### config.mk
export PLATFORM = sky130hd
export DESIGN_NAME = pi_lpf_unit
export DESIGN_NICKNAME = d
export VERILOG_FILES = /design/src/inc/pi_lpf_pkg.sv /design/src/rtl/pi_core.sv /design/src/rtl/lpf_core.sv /design/src/rtl/pi_lpf_unit.sv
export SDC_FILE = /design/constraint.sdc
export NUM_CORES = 2
export LEC_CHECK = 0
export BUFFER_PORTS_ARGS = -buffer_cell sky130_fd_sc_hd__buf_4
export CORE_MARGIN = 5
export CORE_UTILIZATION = 50
export CTS_BUF_LIST = sky130_fd_sc_hd__clkbuf_8
export CTS_CLUSTER_DIAMETER = 120
export DETAILED_ROUTE_END_ITERATION = 8
export PLACE_DENSITY = 0.73
export SLEW_MARGIN = 20
export SYNTH_ARGS = -nofsm -noshare
export SYNTH_HDL_FRONTEND = slang
export SYNTH_SLANG_ARGS = --single-unit
### constraint.sdc
create_clock -name hclk -period 14 [get_ports hclk]
set_clock_uncertainty 0.2 [all_clocks]
set_input_delay 0.7 -clock hclk [delete_from_list [all_inputs] [get_ports hclk]]
set_output_delay 0.7 -clock hclk [all_outputs]
set_load 0.01 [all_outputs]
### src/inc/pi_lpf_pkg.sv
// Constants, register map and shared arithmetic of the controller and filter unit
// Functional notes
// - Controller output is clamped between the signed upper and lower limit registers.
// - A controller start puts its result in the output register four clocks later.
// - Controller start is bit 1 of control, set by software, cleared next clock.
// - Bits 7..4 select truncation: codes 0..15 give 8..23 bits, reset gives 12.
// - At the default setting the gains are taken with twelve fraction bits.
// - History comes from the error used last run and the present output register.
// - Error, output, proportional and integral gain registers hold signed 16-bit values.
// - Filter output is previous output plus coefficient times input minus previous output.
// - A filter start puts its result in the filter output register four clocks later.
// - Filter start is bit 0 of control, set by software, cleared next clock.
// - Previous filter output is the output register content just before the start.
// - Filter coefficient, input and output registers hold signed 16-bit values.
package pi_lpf_pkg;

    // ==========================================================
    // Widths and timing
    localparam int DATA_W = 16;
    localparam int ACC_W = 36;
    localparam int LATENCY = 4;
    localparam int LPF_FRAC = 15;
    localparam logic [4:0] TRUNC_BASE = 5'h08;
    localparam logic [3:0] TRUNC_DEFAULT = 4'h4;

    // ==========================================================
    // Register indices; byte address is four times the index
    localparam logic [7:0] IDX_FILT_COEFF_LO = 8'hDC;
    localparam logic [7:0] IDX_FILT_COEFF_HI = 8'hDD;
    localparam logic [7:0] IDX_FILT_IN_LO = 8'hDE;
    localparam logic [7:0] IDX_FILT_IN_HI = 8'hDF;
    localparam logic [7:0] IDX_FILT_OUT_LO = 8'hE6;
    localparam logic [7:0] IDX_FILT_OUT_HI = 8'hE7;
    localparam logic [7:0] IDX_ERR_LO = 8'hEA;
    localparam logic [7:0] IDX_ERR_HI = 8'hEB;
    localparam logic [7:0] IDX_OUT_LO = 8'hEC;
    localparam logic [7:0] IDX_OUT_HI = 8'hED;
    localparam logic [7:0] IDX_KP_LO = 8'hEE;
    localparam logic [7:0] IDX_KP_HI = 8'hEF;
    localparam logic [7:0] IDX_KI_LO = 8'hF2;
    localparam logic [7:0] IDX_KI_HI = 8'hF3;
    localparam logic [7:0] IDX_MAX_LO = 8'hF4;
    localparam logic [7:0] IDX_MAX_HI = 8'hF5;
    localparam logic [7:0] IDX_MIN_LO = 8'hF6;
    localparam logic [7:0] IDX_MIN_HI = 8'hF7;
    localparam logic [7:0] IDX_CONTROL = 8'hF9;

    // ==========================================================
    // Storage slots, low byte at the even slot
    localparam int NUM_SLOTS = 18;
    localparam logic [4:0] SLOT_FILT_COEFF = 5'h00;
    localparam logic [4:0] SLOT_FILT_IN = 5'h02;
    localparam logic [4:0] SLOT_FILT_OUT = 5'h04;
    localparam logic [4:0] SLOT_ERR = 5'h06;
    localparam logic [4:0] SLOT_OUT = 5'h08;
    localparam logic [4:0] SLOT_KP = 5'h0A;
    localparam logic [4:0] SLOT_KI = 5'h0C;
    localparam logic [4:0] SLOT_MAX = 5'h0E;
    localparam logic [4:0] SLOT_MIN = 5'h10;
    typedef logic [NUM_SLOTS-1:0][7:0] slot_bank_t;

    // ==========================================================
    // Control register fields
    localparam int BIT_FILT_START = 0;
    localparam int BIT_CTRL_START = 1;
    localparam int TRUNC_LSB = 4;
    localparam int TRUNC_MSB = 7;
    localparam logic [7:0] CONTROL_RESET = 8'h40;

    // ==========================================================
    // Bus encodings
    localparam logic [1:0] HTRANS_NONSEQ = 2'h2;
    localparam logic HRESP_OKAY = 1'b0;

    // Saturate a wide signed value into a signed 16-bit window
    function automatic logic signed [DATA_W-1:0] clamp16(input logic signed [ACC_W-1:0] v,
                                                          input logic signed [DATA_W-1:0] hi,
                                                          input logic signed [DATA_W-1:0] lo);
        if (v > hi)
            return hi;
        else if (v < lo)
            return lo;
        return v[DATA_W-1:0];
    endfunction

    // Assemble a 16-bit word from two byte slots
    function automatic logic [DATA_W-1:0] word_at(input slot_bank_t r, input logic [4:0] s);
        return {r[s+5'h01], r[s]};
    endfunction

endpackage

### src/rtl/pi_core.sv
// Pipelined incremental proportional-integral engine with limiting
`timescale 1ns/1ps
module pi_core import pi_lpf_pkg::*; #(
    parameter int W = DATA_W
) (
    input wire logic hclk, // System clock
    input wire logic hresetn, // Async reset, active low
    input wire logic go, // Start pulse
    input wire logic signed [W-1:0] err, // Present error
    input wire logic signed [W-1:0] out_prev, // Previous output
    input wire logic signed [W-1:0] kp, // Proportional gain
    input wire logic signed [W-1:0] ki, // Integral gain
    input wire logic signed [W-1:0] umax, // Upper limit
    input wire logic signed [W-1:0] umin, // Lower limit
    input wire logic [3:0] trunc_sel, // Truncation code
    output logic done, // Result valid pulse
    output logic signed [W-1:0] result // Limited result
);
    typedef struct packed {
        logic v1;
        logic v2;
        logic v3;
        logic signed [W-1:0] e_prev;
        logic signed [W-1:0] e;
        logic signed [W:0] de;
        logic signed [W-1:0] u;
        logic signed [W-1:0] kp;
        logic signed [W-1:0] ki;
        logic signed [W-1:0] mx;
        logic signed [W-1:0] mn;
        logic [4:0] sh;
        logic signed [ACC_W-1:0] acc;
        logic signed [W-1:0] res;
    } pi_state_t;

    pi_state_t q, d;
    logic signed [ACC_W-1:0] prod_p, prod_i, total;

    // ==========================================================
    // Three stages: capture, multiply and truncate, sum and limit
    always_comb begin
        d = q;
        d.v1 = go;
        d.v2 = q.v1;
        d.v3 = q.v2;
        prod_p = ACC_W'(q.kp) * ACC_W'(q.de);
        prod_i = ACC_W'(q.ki) * ACC_W'(q.e);
        total = ACC_W'(q.u) + q.acc;
        if (go) begin
            d.e = err;
            d.de = {err[W-1], err} - {q.e_prev[W-1], q.e_prev};
            d.e_prev = err;
            d.u = out_prev;
            d.kp = kp;
            d.ki = ki;
            d.mx = umax;
            d.mn = umin;
            d.sh = TRUNC_BASE + {1'b0, trunc_sel};
        end
        if (q.v1) begin
            d.acc = (prod_p + prod_i) >>> q.sh;
        end
        if (q.v2) begin
            d.res = clamp16(total, q.mx, q.mn);
        end
    end

    // State register
    always_ff @(posedge hclk or negedge hresetn) begin
        if (!hresetn)
            q <= '0;
        else
            q <= d;
    end

    assign done = q.v3;
    assign result = q.res;
endmodule // pi_core

### src/rtl/lpf_core.sv
// Pipelined first-order low-pass filter engine
`timescale 1ns/1ps
module lpf_core import pi_lpf_pkg::*; #(
    parameter int W = DATA_W,
    parameter int FRAC = LPF_FRAC
) (
    input wire logic hclk, // System clock
    input wire logic hresetn, // Async reset, active low
    input wire logic go, // Start pulse
    input wire logic signed [W-1:0] coeff, // Filter coefficient
    input wire logic signed [W-1:0] sample, // Input sample
    input wire logic signed [W-1:0] y_prev, // Previous output
    output logic done, // Result valid pulse
    output logic signed [W-1:0] result // Saturated result
);
    typedef struct packed {
        logic v1;
        logic v2;
        logic v3;
        logic signed [W-1:0] k;
        logic signed [W:0] diff;
        logic signed [W-1:0] y;
        logic signed [ACC_W-1:0] acc;
        logic signed [W-1:0] res;
    } lpf_state_t;

    localparam logic signed [W-1:0] SAT_HI = {1'b0, {(W-1){1'b1}}};
    localparam logic signed [W-1:0] SAT_LO = {1'b1, {(W-1){1'b0}}};

    lpf_state_t q, d;
    logic signed [ACC_W-1:0] prod;

    // ==========================================================
    // Capture, multiply, then add history and saturate
    always_comb begin
        d = q;
        d.v1 = go;
        d.v2 = q.v1;
        d.v3 = q.v2;
        prod = ACC_W'(q.k) * ACC_W'(q.diff);
        if (go) begin
            d.k = coeff;
            d.diff = {sample[W-1], sample} - {y_prev[W-1], y_prev};
            d.y = y_prev;
        end
        if (q.v1) begin
            d.acc = (prod >>> FRAC) + ACC_W'(q.y);
        end
        if (q.v2) begin
            d.res = clamp16(q.acc, SAT_HI, SAT_LO);
        end
    end

    // State register
    always_ff @(posedge hclk or negedge hresetn) begin
        if (!hresetn)
            q <= '0;
        else
            q <= d;
    end

    assign done = q.v3;
    assign result = q.res;
endmodule // lpf_core

### src/rtl/pi_lpf_unit.sv
// AHB-Lite register file around the controller and filter engines
//
// The AHB-Lite register port was chosen for this implementation.
`timescale 1ns/1ps
module pi_lpf_unit import pi_lpf_pkg::*; (
    input wire logic hclk, // System clock
    input wire logic hresetn, // Async reset, active low
    input wire logic hsel, // Slave select
    input wire logic [31:0] haddr, // Byte address
    input wire logic [1:0] htrans, // Transfer type
    input wire logic hwrite, // Write when high
    input wire logic [2:0] hsize, // Transfer size, word only
    input wire logic hready, // Bus ready
    input wire logic [31:0] hwdata, // Write data
    output logic [31:0] hrdata, // Read data
    output logic hreadyout, // Slave ready
    output logic hresp // Response, always OKAY
);

    // ==========================================================
    // State
    typedef struct packed {
        slot_bank_t regs;
        logic [3:0] trunc;
        logic start_ctrl;
        logic start_filt;
        logic ap_wr;
        logic ap_ctrl;
        logic ap_hit;
        logic [4:0] ap_slot;
        logic [31:0] rdata;
        logic ready;
        logic resp;
    } unit_state_t;

    unit_state_t q, d;
    logic [6:0] dec;
    logic accept;
    logic pi_done, lpf_done;
    logic signed [DATA_W-1:0] pi_res, lpf_res;

    // Map an address to {control, hit, slot}; unaligned or high bits miss
    function automatic logic [6:0] decode_addr(input logic [31:0] a);
        logic [4:0] s;
        logic hit;
        s = 5'h00;
        hit = 1'b1;
        unique case (a[9:2])
            IDX_FILT_COEFF_LO: s = SLOT_FILT_COEFF;
            IDX_FILT_COEFF_HI: s = SLOT_FILT_COEFF + 5'h01;
            IDX_FILT_IN_LO: s = SLOT_FILT_IN;
            IDX_FILT_IN_HI: s = SLOT_FILT_IN + 5'h01;
            IDX_FILT_OUT_LO: s = SLOT_FILT_OUT;
            IDX_FILT_OUT_HI: s = SLOT_FILT_OUT + 5'h01;
            IDX_ERR_LO: s = SLOT_ERR;
            IDX_ERR_HI: s = SLOT_ERR + 5'h01;
            IDX_OUT_LO: s = SLOT_OUT;
            IDX_OUT_HI: s = SLOT_OUT + 5'h01;
            IDX_KP_LO: s = SLOT_KP;
            IDX_KP_HI: s = SLOT_KP + 5'h01;
            IDX_KI_LO: s = SLOT_KI;
            IDX_KI_HI: s = SLOT_KI + 5'h01;
            IDX_MAX_LO: s = SLOT_MAX;
            IDX_MAX_HI: s = SLOT_MAX + 5'h01;
            IDX_MIN_LO: s = SLOT_MIN;
            IDX_MIN_HI: s = SLOT_MIN + 5'h01;
            default: hit = 1'b0;
        endcase
        if (a[31:10] != 22'h000000 || a[1:0] != 2'h0)
            return 7'h00;
        if (a[9:2] == IDX_CONTROL)
            return 7'h40;
        return {1'b0, hit, s};
    endfunction

    // ==========================================================
    // Engines
    pi_core u_pi (
        .hclk(hclk),
        .hresetn(hresetn),
        .go(q.start_ctrl),
        .err(word_at(q.regs, SLOT_ERR)),
        .out_prev(word_at(q.regs, SLOT_OUT)),
        .kp(word_at(q.regs, SLOT_KP)),
        .ki(word_at(q.regs, SLOT_KI)),
        .umax(word_at(q.regs, SLOT_MAX)),
        .umin(word_at(q.regs, SLOT_MIN)),
        .trunc_sel(q.trunc),
        .done(pi_done),
        .result(pi_res)
    );

    lpf_core u_lpf (
        .hclk(hclk),
        .hresetn(hresetn),
        .go(q.start_filt),
        .coeff(word_at(q.regs, SLOT_FILT_COEFF)),
        .sample(word_at(q.regs, SLOT_FILT_IN)),
        .y_prev(word_at(q.regs, SLOT_FILT_OUT)),
        .done(lpf_done),
        .result(lpf_res)
    );

    // ==========================================================
    // Next state: results, bus writes, address phase, read data
    always_comb begin
        d = q;
        dec = decode_addr(haddr);
        accept = hsel && hready && htrans[1];
        // Start bits last one clock; a fresh write sets them again
        d.start_ctrl = 1'b0;
        d.start_filt = 1'b0;
        // Finished runs update their output registers
        if (pi_done) begin
            d.regs[SLOT_OUT] = pi_res[7:0];
            d.regs[SLOT_OUT+5'h01] = pi_res[15:8];
        end
        if (lpf_done) begin
            d.regs[SLOT_FILT_OUT] = lpf_res[7:0];
            d.regs[SLOT_FILT_OUT+5'h01] = lpf_res[15:8];
        end
        // Data phase of a write; software has the last word on a byte
        if (q.ap_wr) begin
            if (q.ap_ctrl) begin
                d.trunc = hwdata[TRUNC_MSB:TRUNC_LSB];
                d.start_ctrl = hwdata[BIT_CTRL_START];
                d.start_filt = hwdata[BIT_FILT_START];
            end else if (q.ap_hit) begin
                d.regs[q.ap_slot] = hwdata[7:0];
            end
        end
        // Address phase capture
        d.ap_wr = accept && hwrite;
        d.ap_ctrl = dec[6];
        d.ap_hit = dec[5];
        d.ap_slot = dec[4:0];
        // Read data is fetched at the address phase from the updated contents
        if (accept && !hwrite) begin
            if (dec[6])
                d.rdata = {24'h000000, d.trunc, 2'h0, d.start_ctrl, d.start_filt};
            else if (dec[5])
                d.rdata = {24'h000000, d.regs[dec[4:0]]};
            else
                d.rdata = 32'h00000000;
        end
        d.ready = 1'b1;
        d.resp = HRESP_OKAY;
    end

    // State register
    always_ff @(posedge hclk or negedge hresetn) begin
        if (!hresetn) begin
            q <= '0;
            q.trunc <= CONTROL_RESET[TRUNC_MSB:TRUNC_LSB];
            q.ready <= 1'b1;
        end else begin
            q <= d;
        end
    end

    // Bus outputs straight from flops
    assign hrdata = q.rdata;
    assign hreadyout = q.ready;
    assign hresp = q.resp;
endmodule // pi_lpf_unit

Word-level counts from Yosys, hierarchy flattened
Cells that the tools add are included.
- register bits: 467
- latch bits: 0
- RAM bits: 0
- bits in read-only memories: 0
- bits of input ports: 74
- output and inout port bits: 34
- logic and storage cells: 127
- memories kept: 0
- $add $sub $neg: 6
- $mul: 3
- div/mod/pow operators: 0
- order comparisons: 7
- equal/unequal tests: 19
- shift operators: 1
- multiplexer cells: 34
- bitwise logic cells: 0
- reductions and logical operators: 10
- operators by type and width (kind ; number):
    $mux 144 ; 2
    $eq 8x8->1 const B ; 19
    $mux 150 ; 1
    $bwmux 144 ; 1
    $mux 16 ; 8
    $pmux 5 s17 ; 1
    $mul 16x17->33 ; 2
    $bmux 8 s5 ; 1
    $demux 8 s5 ; 1
    $add 16x36->36 ; 1
    $add 36x36->36 ; 1
    $gt 36x16->1 ; 1
    $gt 36x16->1 const B ; 1
    $lt 36x16->1 ; 1
    $lt 36x16->1 const B ; 1
    $sshr 36x5->36 ; 1
    $sub 16x16->17 ; 2
    $mul 16x16->32 ; 1
    $mux 8 ; 4
    $mux 7 ; 4
    $reduce_bool 22->1 ; 1
    $add 18x16->19 ; 1
    $reduce_or 18->1 ; 1
    $lt 5x6->1 const B ; 2
    other kinds (8) ; 21

Depth between registers and ports, before layout
- depth in word-level cells: 12
- gate-level depth with buffers: 39
- gate-level depth less buffers: 36

Hierarchy
A second synthesis with hierarchy kept.
- cell total of the unflattened synthesis: 5950
- area, all modules: 57293.7 um2
- by module, submodules not included (module ; times used ; cells each ; area an instance (um2) ; sequential area each (um2)):
    pi_core ; 1 ; 3561 ; 33470.9 ; 4279.1
    lpf_core ; 1 ; 1590 ; 14956.8 ; 2177.1
    pi_lpf_unit ; 1 ; 799 ; 8866.0 ; 4155.2

Least setup slack after synthesis
No wires, ideal clock.
- kind: register to register
- from: register u_pi.q[112] (netlist bit)
- to: register u_pi.q[22] (netlist bit)
- library setup time: 0.124 ns
- arrival: 8.563 ns
- data required time: 13.676 ns
- setup slack: 5.113 ns
- cell stages (with the launch flop): 37
- buffers on the path: 2
- period minus slack after synthesis: 8.887 ns
- cells stage by stage: dfrtp_1 -> clkbuf_1 -> clkbuf_1 -> nand2_1 -> fa_1 -> inv_1 -> fa_1 -> inv_1 -> fa_1 -> inv_1 -> fa_1 -> fa_1 -> inv_1 -> fa_1 -> inv_1 -> ha_1 -> or2_2 -> a31oi_1 -> o21ai_1 -> a21bo_2 -> o21ai_1 -> o41a_1 -> a41oi_1 -> nor2b_1 -> xnor2_1 -> ha_1 -> inv_1 -> o21bai_1 -> a21oi_2 -> a21oi_1 -> o21ai_0 -> a31oi_4 -> o32a_1 -> o211ai_2 -> a221oi_1 -> o311a_1 -> a211o_1
- cells in the longest elaborated chain, start to end: 3
- RTL lines (item ; RTL line ; RTL):
    start, declared ; pi_core.sv:36 ; pi_state_t q, d;
    start signal, assigned ; pi_core.sv:71 ; q <= '0;
    start signal, assigned ; pi_core.sv:73 ; q <= d;
    $mul 16x17->33 ; pi_core.sv:46 ; prod_p = ACC_W'(q.kp) * ACC_W'(q.de);
    $add 36x36->36 ; pi_core.sv:61 ; d.acc = (prod_p + prod_i) >>> q.sh;
    $sshr 36x5->36 ; pi_core.sv:61 ;
No other way between the ends.
A chain may end at the register's enable or synchronous reset.

==> summary.md <==
| Metric | Value |
|---|---|
| Max H-tree Level | 3 |
| Share of flip-flops with an asynchronous set or reset | between 90% and 100% |
| Area of the multi-input gates | 0.0422 mm² |
| Setup_tns | 0 ns |
| Max Buffers Root-to-Sink | 3 |
| Final Wtd Congestion | just over 0.9 |
| Post-synthesis cell area | between 0.05 and 0.06 mm² |
| Worst R2R Path Depth | 32 |
| WS Path Type | reg -> reg |
| Switching Share | 24.1% |
| PwrDens | around 41 mW/mm² |
| Initial core utilization | about half |
| Initial drt markers | 2803 |
| Vias | 43001 |
| Worst hold margin | 0.167 ns |
| Sw Pwr | 0.605 mW |
| Layout fillers | 10335 |
| Crit path max-delay cell type | dfrtp_1 |
| Max Freq | 0.0954 GHz |
| Status | complete, no violations |
| Netlist cell types | around 110 |
| Worst slew pin tran | 0.992 ns |
| Post-CTS Resized | 0 |
| Critical Path AT | about 11 ns |
| Worst Hold Path Cells | 2 |
| Combinational Power Share | 3.9% |
| Die H | 351 µm |
| GR Layer Usage met2 | around two fifths |
| Crit path largest cell delay | 0.91 ns |
| Ys Warns | 0 |
| Post-DR vias/cell | between 5 and 6 |
| Final wirelength | 144000 µm |
| Final Critical Period | 10.49 ns |
| Vias in the first global route | 44596 |
| Initial antenna violation count | 4 |
| Hold Startpoint | hready |
| Cell Int Power | 1.91 mW |
| Reg clk slew, reported paths | ~0.07 ns |
| Detailed Place HPWL | 112000 µm |
| Sequential-to-total area share from yosys stat | 18.4% |
| Most frequent cells in the layout | inv_1 (1041), fa_1 (818), nand2_1 (668) |
| Tot GR Track Use | 23.7% |
| LEAKAGE | 30.2 nW |
| Hold violation count in the final report | 0 |
| Syn_area_per_cell | 9.41 µm² |
| CTS sink count | between 400 and 500 |
| Worst r2r src | u_pi.q[177]$_DFFE_PN0P_ |
| Most Used Layer, Global Route | met2 |
| Root buffer cell | clkbuf_8 |
| Reg area | about 0.011 mm² |
| Row count | 125 |
| Nets | 7382 |
| IO Count | between 100 and 150 |
| Grt met3 use | 3.40% |
| Largest net degree at the start of global routing | 171 |
| Core area | 0.116 mm² |
| Post-route setup slack | 3.51 ns |
| Worst reg-to-reg setup slack | 3.51 ns |
| WHS Endpoint | q[41]$_DFF_PN0_ |
| CP most frequent cell | fa_1 |
| Worst setup SP type | register |
| TritonCTS clock tree | yes |
| DR pass1 iterations | 6 |
| VDD IR max | 0.0920 mV |
| Remaining DRCs | 0 |
| Slew margin rel. | between 30% and 40% |
| Layout cells sized above 1 | 8.78% |
| Delay-heaviest family, CP | adder cells |
| Pre-CTS setup slack | 3.70 ns |
| Tcrit/Tclk final | between 70 and 80% |
| PortBufs | between 50 and 60 |
| #FFs+latches synth | ~430 |
| Met1 Resource Use GR | 32.6% |
| Final Max Tran Viols | 0 |
| Grt ovf | 0 |
| Latest clock arrival within the worst-skew pair | around 0.66 ns |
| Max-cap violations | 0 |
| Endpoint class of the critical path | register |
| Unrepaired setup endpoints after global routing | no |
| DR WL/cell | 18.8 µm |
| Worst Path Required | 14.37 ns |
| ANT nets after route | 0 |
| Top FF cell, synth | dfrtp_1 |
| Global-route wire length before repair | roughly 240000 µm |
| Full die area | 0.123 mm² |
| Die W | around 350 µm |
| Sequential Power Share | 49.8% |
| Most common cell after layout, fill and taps aside | inv_1 |
| Layout Area Growth over Synthesis | 4.95% |
| Crit path buffers/inverters | 5 |
| Worst-path fanout max | 17 |
| EDFF count, synth | 0 |
| CTS Buf Count | 69 |
| Post-Synthesis Cells | 6162 |
| Hold Crit Class | in -> reg |
| Setup-failing EPs final | 0 |
| Clk network pwr share | 46.3% |
| RR Endpoint | u_pi.q[36]$_DFFE_PN0P_ |
## synth_stat cells (75+ instances only)
cell      instances  area [µm²]
nor2_1          255         957
xnor2_1         153        1340
o21ai_0         188         941
dfrtp_1         425       10600
a21o_1           84         631
ha_1            436        5460
and2_1          358        2240
fa_1            818       16400
mux2i_1         155        1550
mux2_2          266        3000
nand2_1         668        2510
a21oi_1         201        1010
clkbuf_1        214         803
nor3_1           77         385
nand3_1          75         375
inv_1          1028        3860
## how the worst max path moves through the flow
stage | endpoint | start | depth (start not counted) | slack (ns)
2_1_floorplan | u_pi.q[22]$_DFFE_PN0P_ | u_pi.q[112]$_DFFE_PN0P_ | 36 | 5.11
3_3_place_gp | u_pi.q[36]$_DFFE_PN0P_ | u_pi.q[177]$_DFFE_PN0P_ | 33 | 3.86
3_5_place_dp | u_pi.q[36]$_DFFE_PN0P_ | u_pi.q[177]$_DFFE_PN0P_ | 32 | 3.70
4_1_cts | u_pi.q[36]$_DFFE_PN0P_ | u_pi.q[177]$_DFFE_PN0P_ | 32 | 3.67
5_1_grt | u_pi.q[36]$_DFFE_PN0P_ | u_pi.q[177]$_DFFE_PN0P_ | 32 | 3.10
6_report | u_pi.q[36]$_DFFE_PN0P_ | u_pi.q[177]$_DFFE_PN0P_ | 32 | 3.51
## metal layers
layer | vias to the layer above | wire length (µm) | share of wire, %
li1 | 19656 | - | -
met1 | 21712 | 62000 | 43
met2 | 1353 | 67400 | 47
met3 | 280 | 9080 | 6.3
met4 | 0 | 5350 | 3.7
met5 | - | 0 | 0
## per-stage QoR
step | total power [mW] | std cells | cell area, µm² | util (%)
floorplan | 1.32 | 6186 | 58100 | -
global placement | 1.37 | 7506 | 59400 | 51.3
detailed placement | 1.37 | 7506 | 59400 | 51.3
CTS | 2.53 | 7629 | 60900 | 52.6
global route | 2.60 | 7630 | 60900 | 52.6
finish | 2.51 | 7632 | 60900 | 52.6
## state kept, by name (all words and copies together), names as in the netlist
register      count
u_pi.d            2
hrdata            8
q               158
u_lpf.d           2
u_pi.q          154
u_lpf.q          68
u_lpf.result     16
u_pi.done         1
u_pi.result      16
u_lpf.done        1
## power by group through the flow
stage / Sequential (mW) / Clock (mW) / Combinational (mW)
2_1_floorplan: 1.27 / 0 / 0.0519
3_3_place_gp: 1.27 / 0 / 0.0968
3_5_place_dp: 1.27 / 0 / 0.0986
4_1_cts: 1.25 / 1.18 / 0.0993
5_1_grt: 1.25 / 1.24 / 0.110
6_report: 1.25 / 1.16 / 0.0982
## logic make-up (layout without fill, tap and decap cells)
kind of cell,after synthesis,after routing,share of synthesized area [%]
compound gates,872,872,10.0
xor+xnor,181,181,2.73
fa+ha+maj,1254,1254,37.6
buf+inv,1329,1248,9.01
flops,426,426,18.4
mux,438,438,8.39
other cells,2,29,0.0129
simple gates,1660,1660,13.8
## area by class of cell
cell class | count | area share, %
tap | 1524 | 3.13
antenna | 3 | 0.0123
timing repair buffer | 94 | 1.20
sequential | 426 | 17.5
inverter | 1032 | 6.36
clock inverter | 43 | 0.633
clock buffer | 79 | 1.79
multi-input combinational | 4431 | 69.4
## repair_timing
| item | 4_1_cts | 5_1_grt |
|---|---|---|
| buffers inserted | 0 | 0 |
| hold buffers | 1 | 0 |
| endpoints found under the hold margin | 104 | 0 |
Power figures use the tool's default switching activity.
